===== src/hw/kel_pkg.sv =====
/*
 * Constants, types and shared decode helpers of the keypad edge/level interrupt unit.
 * Assumes a single bus clock domain and an 8-bit register port.
 */
`default_nettype none

package kel_pkg;

   localparam int KEL_MAX_PINS = 8;
   localparam int KEL_DATA_W   = 8;
   localparam int KEL_ADDR_W   = 2;

   typedef logic [KEL_DATA_W-1:0] kel_byte_t;
   typedef logic [KEL_ADDR_W-1:0] kel_addr_t;

   // register offsets
   localparam kel_addr_t KEL_OFS_STATUS_CTRL = 2'h0;
   localparam kel_addr_t KEL_OFS_PIN_ENABLE  = 2'h1;
   localparam kel_addr_t KEL_OFS_POLARITY    = 2'h2;

   // key_status_control field positions
   localparam int KEL_SC_FLAG_BIT = 3;
   localparam int KEL_SC_ACK_BIT  = 2;
   localparam int KEL_SC_IE_BIT   = 1;
   localparam int KEL_SC_MODE_BIT = 0;

   // reset values
   localparam logic      KEL_FLAG_RST = 1'b0;
   localparam logic      KEL_IE_RST   = 1'b0;
   localparam logic      KEL_MODE_RST = 1'b0;
   localparam kel_byte_t KEL_PE_RST   = 8'h00;
   localparam kel_byte_t KEL_ES_RST   = 8'h00;
   localparam kel_byte_t KEL_ZERO     = 8'h00;

   // detection mode encodings
   localparam logic KEL_MODE_EDGE       = 1'b0;
   localparam logic KEL_MODE_EDGE_LEVEL = 1'b1;

   typedef enum {KEL_PWR_RUN, KEL_PWR_LIGHT, KEL_PWR_DEEP} kel_pwr_t;

   // per-pin asserted level: polarity 0 means low is asserted, 1 means high
   function automatic logic kel_asserted(input logic sample, input logic pol);
      kel_asserted = ~(sample ^ pol);
   endfunction

   function automatic logic kel_hit(input kel_addr_t addr, input kel_addr_t ofs);
      kel_hit = (addr == ofs);
   endfunction

endpackage

`default_nettype wire


===== src/hw/kel_det_if.sv =====
/*
 * Interface between the register/control top and the per-pin detector.
 * Assumes both ends run on the same bus clock.
 */
`timescale 1ns/1ps
`default_nettype none

interface kel_det_if #(
   parameter int NUM_PINS = 8
);
   logic [NUM_PINS-1:0] pins;
   logic [NUM_PINS-1:0] enable;
   logic [NUM_PINS-1:0] polarity;
   logic                clear;
   logic [NUM_PINS-1:0] edge_hit;
   logic [NUM_PINS-1:0] level_hit;

   modport ctrl (output pins, output enable, output polarity, output clear,
                 input edge_hit, input level_hit);
   modport det  (input pins, input enable, input polarity, input clear,
                 output edge_hit, output level_hit);
endinterface

`default_nettype wire


===== src/hw/kel_detect.sv =====
/*
 * Per-pin edge and level detector of the keypad interrupt unit.
 * Assumes key inputs are already synchronous to the bus clock.
 */
`timescale 1ns/1ps
`default_nettype none

module kel_detect #(
   parameter int NUM_PINS = 8
) (
   input  wire logic clock,    // bus clock
   input  wire logic reset_n,  // async reset, active low
   kel_det_if.det    dif       // pins, config and hit vectors
);
   import kel_pkg::*;

   logic [NUM_PINS-1:0] prev_r;
   logic [NUM_PINS-1:0] prev_nxt;

   always_comb begin
      // deep stop wipes history so no stale edge appears on wake
      prev_nxt = dif.clear ? '0 : dif.pins;
   end

   always_ff @(posedge clock or negedge reset_n) begin
      if (!reset_n) begin
         prev_r <= '0;
      end else begin
         prev_r <= prev_nxt;
      end
   end

   genvar i;
   generate
      for (i = 0; i < NUM_PINS; i++) begin : g_pin
         logic now_on;
         logic was_on;
         assign now_on = kel_asserted(dif.pins[i], dif.polarity[i]);
         assign was_on = kel_asserted(prev_r[i], dif.polarity[i]);
         // previous sample deasserted, present sample asserted
         assign dif.edge_hit[i]  = dif.enable[i] & ~was_on & now_on;
         assign dif.level_hit[i] = dif.enable[i] & now_on;
      end
   endgenerate

endmodule

`default_nettype wire


===== src/hw/kel_top.sv =====
/*
 * Keypad edge/level interrupt unit: register port, detect flag, interrupt
 * request, wake request, pull steering and stop-mode handling.
 * Assumes key inputs and all control inputs are synchronous to clock, and
 * that the bus master never asserts read and write strobes together.
 * Assumes the bus clock keeps running in light stop; deep stop is signalled
 * on stop_deep and acts as a synchronous reset while it lasts.
 */
// The register addresses and strobed register access are this design's own decisions.
`timescale 1ns/1ps
`default_nettype none

module kel_top #(
   parameter int NUM_PINS = kel_pkg::KEL_MAX_PINS
) (
   input  wire  logic                clock,            // 125 MHz bus clock
   input  wire  logic                reset_n,          // async reset, active low
   input  wire  kel_pkg::kel_addr_t  reg_addr,         // register address
   input  wire  kel_pkg::kel_byte_t  reg_wdata,        // write data
   input  wire  logic                reg_wr,           // write strobe
   input  wire  logic                reg_rd,           // read strobe
   output var   kel_pkg::kel_byte_t  reg_rdata,        // read data, cycle after strobe
   input  wire  logic [NUM_PINS-1:0] key_input_pins,   // key inputs, bus-clock synchronous
   input  wire  logic [NUM_PINS-1:0] port_pull_enable, // pad pull enables from the port
   input  wire  logic                stop_light,       // light stop mode active
   input  wire  logic                stop_deep,        // either deep stop mode active
   output logic                      irq_request,      // interrupt request to CPU
   output logic                      wake_request,     // wake request while in light stop
   output logic [NUM_PINS-1:0]       pull_up_en,       // pad pull-up enable
   output logic [NUM_PINS-1:0]       pull_dn_en        // pad pull-down enable
);
   import kel_pkg::*;

   // the byte-wide register port cannot carry more than eight pins
   generate
      if (NUM_PINS < 1 || NUM_PINS > KEL_MAX_PINS) begin : g_bad_pins
         $error("kel_top: NUM_PINS must lie between 1 and 8");
      end
   endgenerate

   // pin registers read back with zeros above the implemented pins
   function automatic kel_byte_t pin_word(input logic [NUM_PINS-1:0] bits);
      pin_word               = KEL_ZERO;
      pin_word[NUM_PINS-1:0] = bits;
   endfunction

   // power state
   kel_pwr_t pwr_r;
   kel_pwr_t pwr_nxt;
   logic     deep_clear;

   // software-visible state
   logic                flag_r;
   logic                flag_nxt;
   logic                ie_r;
   logic                ie_nxt;
   logic                mode_r;
   logic                mode_nxt;
   logic [NUM_PINS-1:0] pe_r;
   logic [NUM_PINS-1:0] pe_nxt;
   logic [NUM_PINS-1:0] es_r;
   logic [NUM_PINS-1:0] es_nxt;

   // registered outputs
   kel_byte_t           rdata_r;
   kel_byte_t           rdata_nxt;
   logic                irq_r;
   logic                irq_nxt;
   logic                wake_r;
   logic                wake_nxt;
   logic [NUM_PINS-1:0] pull_up_r;
   logic [NUM_PINS-1:0] pull_up_nxt;
   logic [NUM_PINS-1:0] pull_dn_r;
   logic [NUM_PINS-1:0] pull_dn_nxt;

   // decode and detection terms
   logic wr_sc;
   logic wr_pe;
   logic wr_es;
   logic ack_req;
   logic set_cond;
   logic edge_any;
   logic level_any;
   logic clear_ok;

   // the detector keeps its own sample history; the top only reads back
   // its per-pin hit vectors and decides what they do to the flag
   kel_det_if #(.NUM_PINS(NUM_PINS)) dif ();

   assign dif.pins     = key_input_pins;
   assign dif.enable   = pe_r;
   assign dif.polarity = es_r;
   assign dif.clear    = deep_clear;

   kel_detect #(
      .NUM_PINS (NUM_PINS)
   ) u_detect (
      .clock   (clock),
      .reset_n (reset_n),
      .dif     (dif)
   );

   // power mode tracking; deep stop is left one edge after stop_deep falls,
   // so the unit spends a whole cycle in reset state before running again
   always_comb begin
      pwr_nxt = pwr_r;
      unique case (pwr_r)
         KEL_PWR_RUN: begin
            if (stop_deep) begin
               pwr_nxt = KEL_PWR_DEEP;
            end else if (stop_light) begin
               pwr_nxt = KEL_PWR_LIGHT;
            end
         end
         KEL_PWR_LIGHT: begin
            if (stop_deep) begin
               pwr_nxt = KEL_PWR_DEEP;
            end else if (!stop_light) begin
               pwr_nxt = KEL_PWR_RUN;
            end
         end
         KEL_PWR_DEEP: begin
            if (!stop_deep) begin
               pwr_nxt = KEL_PWR_RUN;
            end
         end
      endcase
   end

   always_ff @(posedge clock or negedge reset_n) begin
      if (!reset_n) begin
         pwr_r <= KEL_PWR_RUN;
      end else begin
         pwr_r <= pwr_nxt;
      end
   end

   // deep stop holds the flag and all control registers at reset values; the unit wakes as after reset
   assign deep_clear = stop_deep || (pwr_r == KEL_PWR_DEEP);

   // register write decode; an unmapped offset matches nothing, so a write
   // there is dropped and a read of it returns zero
   always_comb begin
      wr_sc   = reg_wr && kel_hit(reg_addr, KEL_OFS_STATUS_CTRL);
      wr_pe   = reg_wr && kel_hit(reg_addr, KEL_OFS_PIN_ENABLE);
      wr_es   = reg_wr && kel_hit(reg_addr, KEL_OFS_POLARITY);
      ack_req = wr_sc && reg_wdata[KEL_SC_ACK_BIT];
   end

   // flag set and clear conditions
   always_comb begin
      edge_any  = |dif.edge_hit;
      level_any = |dif.level_hit;
      set_cond  = edge_any;
      clear_ok  = 1'b1;
      if (mode_r == KEL_MODE_EDGE_LEVEL) begin
         // a key still held down keeps refusing the acknowledge
         set_cond = edge_any || level_any;
         clear_ok = !level_any;
      end
   end

   // detect flag: hardware sets it, only the acknowledge or deep stop clears it
   always_comb begin
      flag_nxt = flag_r;
      if (ack_req && clear_ok) begin
         flag_nxt = 1'b0;
      end
      // a new event in the acknowledge cycle is kept
      if (set_cond) begin
         flag_nxt = 1'b1;
      end
      if (deep_clear) begin
         flag_nxt = KEL_FLAG_RST;
      end
   end

   always_ff @(posedge clock or negedge reset_n) begin
      if (!reset_n) begin
         flag_r <= KEL_FLAG_RST;
      end else begin
         flag_r <= flag_nxt;
      end
   end

   // interrupt enable and detection mode; the flag bit of the write data is ignored
   always_comb begin
      ie_nxt   = ie_r;
      mode_nxt = mode_r;
      if (wr_sc) begin
         ie_nxt   = reg_wdata[KEL_SC_IE_BIT];
         mode_nxt = reg_wdata[KEL_SC_MODE_BIT];
      end
      if (deep_clear) begin
         ie_nxt   = KEL_IE_RST;
         mode_nxt = KEL_MODE_RST;
      end
   end

   always_ff @(posedge clock or negedge reset_n) begin
      if (!reset_n) begin
         ie_r   <= KEL_IE_RST;
         mode_r <= KEL_MODE_RST;
      end else begin
         ie_r   <= ie_nxt;
         mode_r <= mode_nxt;
      end
   end

   // pin enables and polarities
   always_comb begin
      pe_nxt = pe_r;
      es_nxt = es_r;
      if (wr_pe) begin
         pe_nxt = reg_wdata[NUM_PINS-1:0];
      end
      if (wr_es) begin
         es_nxt = reg_wdata[NUM_PINS-1:0];
      end
      if (deep_clear) begin
         pe_nxt = KEL_PE_RST[NUM_PINS-1:0];
         es_nxt = KEL_ES_RST[NUM_PINS-1:0];
      end
   end

   always_ff @(posedge clock or negedge reset_n) begin
      if (!reset_n) begin
         pe_r <= KEL_PE_RST[NUM_PINS-1:0];
         es_r <= KEL_ES_RST[NUM_PINS-1:0];
      end else begin
         pe_r <= pe_nxt;
         es_r <= es_nxt;
      end
   end

   // read path: data stands only in the cycle after the strobe, zero otherwise,
   // so a bus that ORs several slaves together needs no extra gating
   always_comb begin
      rdata_nxt = KEL_ZERO;
      if (reg_rd) begin
         unique case (reg_addr)
            KEL_OFS_STATUS_CTRL: begin
               // upper nibble and acknowledge stay zero
               rdata_nxt[KEL_SC_FLAG_BIT] = flag_r;
               rdata_nxt[KEL_SC_IE_BIT]   = ie_r;
               rdata_nxt[KEL_SC_MODE_BIT] = mode_r;
            end
            KEL_OFS_PIN_ENABLE: begin
               rdata_nxt = pin_word(pe_r);
            end
            KEL_OFS_POLARITY: begin
               rdata_nxt = pin_word(es_r);
            end
            default: begin
               rdata_nxt = KEL_ZERO;
            end
         endcase
      end
   end

   // request outputs follow the next register state so they line up with it
   always_comb begin
      irq_nxt = flag_nxt && ie_nxt;
   end

   // a wake is only raised in light stop; deep stop has the unit held in reset
   always_comb begin
      wake_nxt = irq_nxt && (pwr_nxt == KEL_PWR_LIGHT);
   end

   // pull steering: only keyboard-enabled pins take their type from polarity;
   // every other pin keeps the port's ordinary pull-up
   always_comb begin
      pull_up_nxt = '0;
      pull_dn_nxt = '0;
      for (int p = 0; p < NUM_PINS; p++) begin
         if (port_pull_enable[p]) begin
            if (pe_nxt[p] && es_nxt[p]) begin
               pull_dn_nxt[p] = 1'b1;
            end else begin
               pull_up_nxt[p] = 1'b1;
            end
         end
      end
   end

   // read data register
   always_ff @(posedge clock or negedge reset_n) begin
      if (!reset_n) begin
         rdata_r <= KEL_ZERO;
      end else begin
         rdata_r <= rdata_nxt;
      end
   end

   // request registers
   always_ff @(posedge clock or negedge reset_n) begin
      if (!reset_n) begin
         irq_r  <= 1'b0;
         wake_r <= 1'b0;
      end else begin
         irq_r  <= irq_nxt;
         wake_r <= wake_nxt;
      end
   end

   // pad pull registers
   always_ff @(posedge clock or negedge reset_n) begin
      if (!reset_n) begin
         pull_up_r <= '0;
         pull_dn_r <= '0;
      end else begin
         pull_up_r <= pull_up_nxt;
         pull_dn_r <= pull_dn_nxt;
      end
   end

   assign reg_rdata    = rdata_r;
   assign irq_request  = irq_r;
   assign wake_request = wake_r;
   assign pull_up_en   = pull_up_r;
   assign pull_dn_en   = pull_dn_r;

   // software order mask/polarity/pulls/enables/acknowledge/unmask avoids the
   // false flag that enabling a pin at its asserted level would raise

endmodule

`default_nettype wire


===== config.mk =====
export PLATFORM = sky130hd
export DESIGN_NAME = kel_top
export DESIGN_NICKNAME = d
export VERILOG_FILES = /design/src/hw/kel_pkg.sv /design/src/hw/kel_det_if.sv /design/src/hw/kel_detect.sv /design/src/hw/kel_top.sv
export SDC_FILE = /design/constraint.sdc
export NUM_CORES = 1
export LEC_CHECK = 0
export ABC_AREA = 1
export BUFFER_PORTS_ARGS = -buffer_cell sky130_fd_sc_hd__buf_2
export CAP_MARGIN = 10
export CORE_ASPECT_RATIO = 0.75
export CORE_UTILIZATION = 40
export DETAILED_ROUTE_END_ITERATION = 7
export PLACE_DENSITY_LB_ADDON = 0.08
export SYNTH_ARGS = -nofsm -noshare
export SYNTH_HDL_FRONTEND = slang
export SYNTH_SLANG_ARGS = --single-unit

===== constraint.sdc =====
create_clock -name clock -period 4.4 [get_ports clock]
set_input_delay 0.44 -clock clock [delete_from_list [all_inputs] [get_ports clock]]
set_output_delay 0.44 -clock clock [all_outputs]
set_load 0.01 [all_outputs]

Word-level counts from Yosys, hierarchy flattened
Index checks and enable logic that the tools add are counted.

word-level totals
  register bits = 85
  input bits = 32
  output and inout bits = 26
  logic and storage cells = 146

operators by class
  equality and inequality tests = 6
  mux-type cells = 57
  bitwise logic cells = 48
  reduce and logical (&&, ||, !) cells = 23

operator list
  operator               number
  $mux W32               5
  $pmux W32 S3           1
  $eq A32 B2 Y1 const B  2
  $mux W8                6
  $mux W1                41
  $eq A32 B1 Y1 const B  1
  $eq A32 B3 Y1 const B  1
  $logic_not A32 Y1      1
  $and A1 B1 Y1          24
  $reduce_or A8 Y1       2
  $xor A1 B1 Y1          16
  $logic_and A1 B1 Y1    15
  $not A1 Y1             8
  $pmux W4 S2            1
  $pmux W2 S3            1
  $pmux W1 S3            1
  $eq A2 B1 Y1 const B   1
  $eq A2 B2 Y1 const B   1
  $logic_not A2 Y1       1
  $logic_or A1 B1 Y1     2
  $pmux W1 S2            1
  $reduce_bool A2 Y1     1
  $logic_not A1 Y1       1

Longest topological paths before layout
Gate-level depths: netlist of the first run.

  depth in word-level cells = 12
  mapped depth = 14
  depth with buffers taken out = 14

Cells and area by module
Synthesis of the first run repeated with hierarchy kept, for this count alone.

second synthesis, totals
  cells, all modules = 521
  area total of the unflattened synthesis = 4061.4 um^2

modules (own cells, without submodules)
  module      instances  cells an instance  area each (um^2)  seq. area each (um^2)
  kel_top     1          408                3435.8            1926.8
  kel_detect  1          113                625.6             200.2

Worst setup path after synthesis of the first run
No wires, ideal clock.

  path type = in2reg
  start point = input reg_addr[0]
  end point = register pull_up_r[3], in the netlist pull_up_en[3]
  library setup time = 0.113 ns
  arrival = 1.547 ns
  required time = 4.287 ns
  path slack = 2.740 ns
  stages on the path = 10
  path buffers = 2
  cell sequence = inv_1 -> ha_1 -> buf_2 -> nand2_1 -> buf_4 -> nor2_1 -> a211oi_4 -> nand2_1 -> nand2_1 -> inv_1

between the ends
  cells in the longest elaborated chain, start to end = 7
  elaborated cells on any way between the ends = 11
  classes of those cells = eq/ne (2); mux (6); reduce/logical (3)

RTL lines
  item                    RTL line        RTL
  start: declaration      kel_top.sv:18   input wire kel_pkg::kel_addr_t reg_addr,
  $eq A2 B2 Y1            kel_pkg.sv:47   kel_hit = (addr == ofs);
  $logic_and A1 B1 Y1     kel_top.sv:146  wr_es = reg_wr && kel_hit(reg_addr, KEL_OFS_POLARITY);
  $mux W8                 kel_top.sv:217  if (wr_es) begin
  $mux W8                 kel_top.sv:220  if (deep_clear) begin
  net es_nxt[3]           kel_top.sv:62   logic [NUM_PINS-1:0] es_nxt;
  $logic_and A1 B1 Y1     kel_top.sv:278  if (pe_nxt[p] && es_nxt[p]) begin
  $mux W1                 kel_top.sv:278
  $mux W1                 kel_top.sv:277  if (port_pull_enable[p]) begin
  net pull_up_nxt[3]      kel_top.sv:72   logic [NUM_PINS-1:0] pull_up_nxt;
  end signal: assignment  kel_top.sv:313  pull_up_r <= pull_up_nxt;
  end: declaration        kel_top.sv:71   logic [NUM_PINS-1:0] pull_up_r;

The timed path passes the listed nets, and every way through them passes these cells.
A chain may end at the register's enable or synchronous reset.

Worst setup path in the final report of the first run
  start point = register pwr_r[21]
  end point = register pwr_r[5]

between the ends
  cells in the longest elaborated chain, start to end = 2
  elaborated cells on any way between the ends = 4
  classes of those cells = eq/ne (2); mux (1); reduce/logical (1)

RTL lines
  item                                   RTL line        RTL
  start: declaration                     kel_top.sv:48   kel_pwr_t pwr_r;
  start signal: assignment               kel_top.sv:134  pwr_r <= pwr_nxt;
  $eq A32 B2 Y1 (tied with other cells)  kel_top.sv:107  unique case (pwr_r)
  $pmux W32 S3 (*)                       kel_top.sv:107
  net pwr_nxt[5]                         kel_top.sv:49   kel_pwr_t pwr_nxt;

The timed path passes the listed nets; every way through them passes the cells marked *.

==> run_results.csv, run 1 <==
group,metric,value,unit
logic_synthesis,ys_top_cells_by_area,"sky130_fd_sc_hd__dfrtp_1 (54%), sky130_fd_sc_hd__inv_1 (7.6%), sky130_fd_sc_hd__nand2_1 (7.5%)",
pwr,portion_of_total_power_attributed_to_combinational_logic,13.3,%
logic_synthesis,synth.yosys.warnings,0,
timing,worst_slew_pin_slew,676.7,ps
clocking,tritoncts.num_buffers,9,
routing,route.detailed.vias_per_inst,4.660,
cells_and_area,fin_nets,548,
setup_path,critPathMaxFanout,16,
setup_path,timing.critical_path.to_type,"register",
routing,via_count,3020,
setup_path,slowest_delay,460,ps
logic_synthesis,synth_fa_ha_area_share,1.266,%
pwr,internal_power,1.446,mW
timing,min_period_over_period,45.09,%
logic_synthesis,synthesis.area_per_instance,8.706,um^2
pwr,power_density,417.6,nW/um^2
pwr,seqPwrFrac,43.2,%
clocking,cts_htree_levels,3,
cells_and_area,fillCellCount,954,
logic_synthesis,yosysUniqueCellTypes,37,
logic_synthesis,netlist_area_pre_place,3953,um^2
timing,final_number_of_hold_violating_endpoints,0,
clocking,cts.path.max_buffers,2,
grt,grt_util_all_layers,18.18,%
timing,min_period,1984,ps
logic_synthesis,synth-compound-area-share,9.972,%
clocking,tritoncts,"done",
routing,drt_first_pass_iters,4,
flow_run,timing.max_cap.violations,0,
logic_synthesis,post-synth-top-area-cell,"sky130_fd_sc_hd__dfrtp_1",
timing,slew_viol_final,0,
clocking,cts-hold-fix-buffers,0,
floorplan,std_cell_rows,31,
cells_and_area,area_growth,17.92,%
floorplan,starting_density_of_the_core,41.09,%
timing,whs,37.48,ps
pwr,netSwitchingFraction,25.71,%
pwr,leakage,2.470,nW
outcome,outcome,"completed",
timing,timing.max_slew.rel_slack,54.89,%
setup_path,criticalPathCategory,"reg2reg",
floorplan,die_height,88.09,um
clocking,clock_sink_count,85,
clocking,insertion_delay,340,ps
routing,ant_nets,0,
logic_synthesis,synth_top_family_by_area,"simple AND/OR/NAND/NOR gates",
setup_path,crit_path_top_delay_cell,"sky130_fd_sc_hd__nand3_1",
pwr,max-vdd-ir-drop,0.1914,mV
cells_and_area,diodes,0,
logic_synthesis,mux_share_of_post_synthesis_cell_area,0.2849,%
routing,detail_route.drc_violations,0,
clocking,post_cts.repair.setup_buffers,0,
routing,dr.first_iter.drc_count,174,
grt,wire_length_of_the_first_global_routing_pass,13.88,mm
timing,rsz0062_at_grt,"no",
clocking,ctsRootBufferMaster,"sky130_fd_sc_hd__clkbuf_16",
placed_design,gp_routability_congestion,0.7675,
logic_synthesis,synth_simple_gate_area_share,22.22,%
logic_synthesis,synth_xor_xnor_area_share,1.994,%
pwr,power.clock.fraction,43.5,%
floorplan,core_area,9619,um^2
timing,timing.clock.skew,8.062,ps
floorplan,dieArea,10290,um^2
cells_and_area,top_library_cells_by_usage_in_the_layout_fill_and_taps_aside,"sky130_fd_sc_hd__dfrtp_1 (85), sky130_fd_sc_hd__inv_1 (80), sky130_fd_sc_hd__nand2_1 (79)",
routing,routed_wirelength,8.411,mm
setup_path,chain_of_cells_forming_the_critical_path,"inv_1 -> nand2_1 -> nor2_2 -> nand2_2 -> nor2_8 -> nand2_4 -> nand3_1 -> o21ai_1 -> inv_1 -> nor2_1",
grt,vias_in_the_first_global_route,2764,
pwr,switching_power,0.5004,mW
setup_path,worst_setup_path_start_kind,"register",
timing,fmax,504.0,MHz
setup_path,cp_data_required_time,4630,ps
grt,grt_start_max_net_pins,53,
logic_synthesis,synth_nets,490,
floorplan,die-width,116.8,um
placed_design,placement.io_buffers,57,
grt,initial_antenna_violation_count,0,
logic_synthesis,synth.top_cell.area_share,53.81,%
routing,post_drt_wl_per_cell,12.98,um
logic_synthesis,synth_seq_cells,85,
cells_and_area,final_common_cell,"sky130_fd_sc_hd__dfrtp_1",
logic_synthesis,synth_sequential_area_ratio,53.81,%
min_path,hp-class,"in2async",
timing,final_report_setup_violation_count,0,
clocking,postCtsResizedCells,0,
setup_path,start_of_the_worst_register_to_register_path,"pwr_r[21]",
floorplan,top_level_ports,58,
placed_design,post-dp-hpwl,6.076,mm
cells_and_area,fraction_of_layout_instances_using_a_drive_strength_above_1,20.16,%
timing,final_setup_tns,0,ps
setup_path,timing.critical_path.mode_cell,"sky130_fd_sc_hd__inv_1",
setup_path,critPathLaunch,"pwr_r[21]",
logic_synthesis,syn_inst,454,
setup_path,arrival_time_reported_for_the_critical_path_endpoint,2210,ps
grt,grt_remaining_overflow,0,
clocking,cts.clk_slew.worst_paths,60,ps
[state kept, by name, indices dropped and copies added (netlist names)]
name,flops
u_detect.prev_r,8
dif.enable,8
mode_r,1
irq_request,1
flag_r,1
wake_request,1
ie_r,1
pull_up_en,8
pull_dn_en,8
pwr_r,32
dif.polarity,8
reg_rdata,8
[power groups by stage]
| stage | registers, mW | clock network (mW) | logic, mW |
|---|---|---|---|
| final | 0.842 | 0.846 | 0.259 |
| after global routing | 0.846 | 0.899 | 0.294 |
| after CTS | 0.842 | 0.868 | 0.263 |
| after floorplan | 0.854 | 0 | 0.192 |
| after detailed placement | 0.856 | 0 | 0.261 |
| after global placement | 0.855 | 0 | 0.260 |
[worst max-delay path: cells and delay by family (launching register included)]
family / cells / cell delay, ps
flip-flops: 1 / 360
buffers and inverters: 2 / 230
AO/OA/AOI/OAI: 1 / 200
AND/OR/NAND/NOR: 7 / 1100
[layout make-up]
cell class,instances,area [um^2],area share [%]
timing repair buffer,58,295.3,6.336
inverter,88,331.6,7.114
clock buffer,10,229.0,4.913
sequential,85,2127,45.64
multi-input combinational,270,1413,30.31
tap,132,165.2,3.544
clock inverter,5,100.1,2.148
[metrics by stage]
step	util [%]	cells	total power [mW]	cell area [um^2]	setup slack [ps]
2_1_floorplan	-	454	1.045	3953	2740
3_5_place_dp	45.03	633	1.117	4332	2088
6_report	48.45	648	1.946	4661	2416
5_1_grt	48.45	648	2.040	4661	2178
4_1_cts	48.45	648	1.972	4661	2362
3_3_place_gp	45.03	633	1.115	4332	2242
[Yosys cell counts]
cell / instances
sky130_fd_sc_hd__nor4_1: 2
sky130_fd_sc_hd__a21oi_2: 4
sky130_fd_sc_hd__xor2_1: 4
sky130_fd_sc_hd__buf_1: 1
sky130_fd_sc_hd__buf_4: 5
sky130_fd_sc_hd__mux2_2: 1
sky130_fd_sc_hd__nor2_2: 5
sky130_fd_sc_hd__nor2_8: 1
sky130_fd_sc_hd__clkinv_2: 1
sky130_fd_sc_hd__o21ai_1: 1
sky130_fd_sc_hd__o31ai_1: 1
sky130_fd_sc_hd__nand3_2: 1
sky130_fd_sc_hd__inv_2: 7
sky130_fd_sc_hd__or3_1: 1
sky130_fd_sc_hd__o21ai_0: 8
sky130_fd_sc_hd__buf_12: 1
sky130_fd_sc_hd__o211ai_1: 2
sky130_fd_sc_hd__a211oi_4: 2
sky130_fd_sc_hd__nand4_1: 2
sky130_fd_sc_hd__o221ai_1: 3
sky130_fd_sc_hd__nor3_2: 2
sky130_fd_sc_hd__nand2_2: 4
sky130_fd_sc_hd__nor2_1: 78
sky130_fd_sc_hd__inv_1: 80
sky130_fd_sc_hd__nand3_1: 20
sky130_fd_sc_hd__xnor2_1: 5
sky130_fd_sc_hd__a41oi_1: 1
sky130_fd_sc_hd__nand4_2: 1
sky130_fd_sc_hd__a21oi_1: 16
sky130_fd_sc_hd__ha_1: 4
sky130_fd_sc_hd__dfrtp_1: 85
sky130_fd_sc_hd__a32oi_1: 1
sky130_fd_sc_hd__a211oi_1: 17
sky130_fd_sc_hd__nor3_1: 1
sky130_fd_sc_hd__nand2_4: 3
sky130_fd_sc_hd__nand2_1: 79
sky130_fd_sc_hd__buf_2: 4
[logic make-up after synthesis]
family / count (synthesis)
muxes: 1
and+or+nand+nor: 200
DFF: 85
AOI/OAI and AO/OA: 56
adders and majority gates: 4
buffers and inverters: 99
xor gates and xnor gates: 9
[per-layer routing]
metal	GRT usage (%)	wire length, um	share of wire, %	vias to the layer above
met2	23.94	3272	39	80
met1	28.05	4538	54	1405
met4	5.524	92	1.1	0
li1	-	-	-	1526
met5	0	0	0	-
met3	5.467	508	6.0	9
[final timing paths]
check	to	slack, ps	cells after the start
worst min register to register	pwr_r[29]	490	2
max in group asynchronous	pwr_r[14]	3330	2
worst min-delay path	pull_up_en[0]	40	1
min in group clock	pull_up_en[4]	300	3
worst max-delay path	pwr_r[5]	2420	10
worst max register to register	pwr_r[5]	2420	10
Note: power is estimated with default switching activity, not from simulation.
==> run 2: changes to the inputs <==
Settings changed: ABC_AREA 1 to 0.
Clock period 4.4 ns to 1.8 ns, I/O delays scaled along.
==> run 2 against run 1 <==
Highest routed layer unchanged. Combinational power up 30%. First-iteration DRC count up 24%. Clock power up 130%. Die area down 6.7%.
==> run_results.csv, run 2 <==
group,metric,value,unit
logic_synthesis,yosysUniqueCellTypes,38,
logic_synthesis,synth_nets,360,
cells_and_area,largest-register,"pwr_r",
grt,grt_start_max_net_pins,53,
timing,min_period_over_period,99.08,%
clocking,clock_sink_count,85,
clocking,cts_htree_levels,3,
logic_synthesis,ys_top_cells_by_count,"sky130_fd_sc_hd__dfrtp_1 (85), sky130_fd_sc_hd__nand2_1 (40), sky130_fd_sc_hd__nor2_1 (22)",
timing,min_period,1783,ps
floorplan,std_cell_rows,29,
logic_synthesis,ys_async_sr_fraction,100.0,%
cells_and_area,multi_input_comb_area,1470,um^2
setup_path,criticalPathCategory,"reg2reg",
clocking,tritoncts,"done",
logic_synthesis,netlist_area_pre_place,3684,um^2
outcome,outcome,"completed",
cells_and_area,regArea,2127,um^2
clocking,tritoncts.num_buffers,9,
min_path,worstHoldStart,"port_pull_enable[3]",
cells_and_area,top_library_cells_by_usage_in_the_layout_fill_and_taps_aside,"sky130_fd_sc_hd__dfrtp_1 (85), sky130_fd_sc_hd__buf_2 (56), sky130_fd_sc_hd__nand2_1 (40)",
routing,dr.first_iter.drc_count,215,
logic_synthesis,dominantRegCellSynth,"sky130_fd_sc_hd__dfrtp_1",
routing,detail_route.drc_violations,0,
grt,wire_length_of_the_first_global_routing_pass,13.55,mm
floorplan,top_level_ports,58,
logic_synthesis,syn_inst,324,
logic_synthesis,synthesis.area_per_instance,11.37,um^2
placed_design,place.detailed.instances,498,
setup_path,critPathMaxFanout,20,
logic_synthesis,synth_enable_flop_cells,0,
logic_synthesis,post-synth-top-area-cell,"sky130_fd_sc_hd__dfrtp_1",
grt,grt_util_all_layers,18.73,%
routing,routed_wirelength,8.409,mm
logic_synthesis,synth_seq_cells,85,
timing,timing.max_slew.rel_slack,73.33,%
clocking,cts.path.max_buffers,2,
cells_and_area,largest_register_ffs,32,
setup_path,flop2flop_setup_slack,20,ps
clocking,cts.clk_slew.worst_paths,60,ps
floorplan,die_height,85.11,um
setup_path,arrival_time_reported_for_the_critical_path_endpoint,2040,ps
routing,drt_first_pass_iters,4,
pwr,leakage,2.122,nW
flow_run,timing.max_cap.violations,0,
placed_design,post-dp-hpwl,5.998,mm
routing,via_count,2691,
timing,worst_slew_pin_slew,400.1,ps
min_path,worstHoldPathCells,2,
floorplan,dieArea,9601,um^2
timing,final_setup_tns,0,ps
logic_synthesis,synth_sequential_area_ratio,57.74,%
floorplan,starting_density_of_the_core,42.30,%
cells_and_area,instances_no_fill,515,
timing,timing.clock.skew,6.499,ps
cells_and_area,area_growth,23.88,%
placed_design,placement.io_buffers,57,
floorplan,die-width,112.8,um
placed_design,gp_routability_congestion,0.7666,
setup_path,timing.critical_path.to_type,"register",
grt,initial_antenna_violation_count,0,
cells_and_area,fillCellCount,805,
pwr,max-vdd-ir-drop,0.5052,mV
logic_synthesis,ys_top_cells_by_area,"sky130_fd_sc_hd__dfrtp_1 (58%), sky130_fd_sc_hd__nor2b_2 (4.3%), sky130_fd_sc_hd__nand2_1 (4.1%)",
timing,final_number_of_hold_violating_endpoints,0,
timing,slew_viol_final,0,
grt,grt_remaining_overflow,0,
pwr,power_density,929.3,nW/um^2
setup_path,cp_data_required_time,2060,ps
placed_design,preCtsSetupSlack,-13.60,ps
logic_synthesis,synthMostInstantiatedCell,"sky130_fd_sc_hd__dfrtp_1",
timing,final_report_setup_violation_count,0,
min_path,hp-class,"in2reg",
routing,route.detailed.vias_per_inst,5.225,
timing,setup_ws,16.53,ps
timing,rsz0062_at_grt,"yes",
cells_and_area,fin_nets,438,
floorplan,core_area,8708,um^2
routing,post_drt_wl_per_cell,16.33,um
logic_synthesis,synth.yosys.warnings,0,
timing,fmax,560.7,MHz
grt,vias_in_the_first_global_route,2572,
cells_and_area,final_common_cell,"sky130_fd_sc_hd__dfrtp_1",
cells_and_area,fraction_of_layout_instances_using_a_drive_strength_above_1,29.98,%
setup_path,worst_setup_path_start_kind,"register",
setup_path,start_of_the_worst_register_to_register_path,"pwr_r[19]",
setup_path,rr_worst_depth,6,
cells_and_area,diodes,0,
routing,ant_nets,0,
setup_path,r2r-end,"pwr_r[2]",
clocking,ctsRootBufferMaster,"sky130_fd_sc_hd__clkbuf_16",
timing,whs,69.18,ps
setup_path,critPathLaunch,"pwr_r[19]",
logic_synthesis,synth.top_cell.area_share,57.74,%
clocking,insertion_delay,330,ps
clocking,post_cts.repair.setup_buffers,0,
min_path,hold_endpoint,"pull_up_en[3]",
==> run 2: changes by cell type in the layout (fill, tap and decap cells not counted), sizes merged, moves of 18 or more <==
| cell | change |
|---|---|
| buf | +20 |
| inv | -81 |
| nand2 | -46 |
| nand3 | -19 |
| nor2 | -62 |
| nor2b | +31 |
| a211oi | -18 |
==> run 2: timing repair <==
| action | 4_1_cts | 5_1_grt |
|---|---|---|
| resized for setup | 2 | 2 |
| endpoints found under the setup margin | 39 | 56 |
| hold buffers | 1 | 0 |
| endpoints found under the hold margin | 19 | 0 |
| pin swaps | 1 | 2 |
==> run 2: logic make-up (layout without fill, tap and decap cells) <==
group                    count (synthesis)  count (layout)  synth area share (%)
AND/OR/NAND/NOR                        147             147                 24.32
AO/OA/AOI/OAI                           60              60                 11.14
multiplexers                             1               1                0.3057
flip-flops                              85              85                 57.74
adder cells (fa/ha/maj)                  4               4                 1.359
buffers and inverters                   18             101                 2.989
XOR/XNOR                                 9               9                 2.140
==> run 2: worst max path at each step <==
stage                end  slack [ps]  cells after the start
2_1_floorplan     flag_r         170                      5
3_3_place_gp    pwr_r[2]         -50                      7
3_5_place_dp   pwr_r[16]         -10                      6
4_1_cts         pwr_r[2]          10                      6
5_1_grt         pwr_r[4]        -100                      6
6_report        pwr_r[2]          20                      6
==> run 2: per-stage QoR <==
| stage | total power, mW | util [%] | instance area (um^2) |
|---|---|---|---|
| after floorplan | 2.161 | - | 3684 |
| after global placement | 2.329 | 48.39 | 4214 |
| after detailed placement | 2.331 | 48.39 | 4214 |
| after CTS | 4.290 | 52.30 | 4554 |
| after global routing | 4.409 | 52.40 | 4563 |
| final | 4.240 | 52.40 | 4563 |
==> run 2: layout make-up <==
type,count,area share (%)
clock buffers,9,4.936
well taps,108,2.961
inverters,6,0.4936
multi-input cells,221,32.22
repair buffers,79,10.80
flip-flops and latches,85,46.61
clock inverters,7,1.974
==> run 2: layer usage <==
layer  wire (um)  track usage (%)  vias to the layer above
met2        3336            24.47                       78
met3         495            5.286                        8
met1        4478            29.37                     1314
met5           0                0                        -
li1            -                -                     1291
met4          99            5.939                        0
==> run 2: report_power, final <==
| group | internal (mW) | total [mW] | switching (mW) |
|---|---|---|---|
| Clock | 1.21 | 1.94 | 0.736 |
| Sequential | 1.94 | 1.96 | 0.0223 |
| Combinational | 0.130 | 0.336 | 0.205 |
==> run 2: worst max-delay path: stages, from the launching register on <==
cell,delay (ps)
sky130_fd_sc_hd__dfrtp_1,400
sky130_fd_sc_hd__nor4_4,300
sky130_fd_sc_hd__nand4_2,240
sky130_fd_sc_hd__a211o_1,330
sky130_fd_sc_hd__o31a_1,140
sky130_fd_sc_hd__buf_12,180
sky130_fd_sc_hd__nor2b_1,120
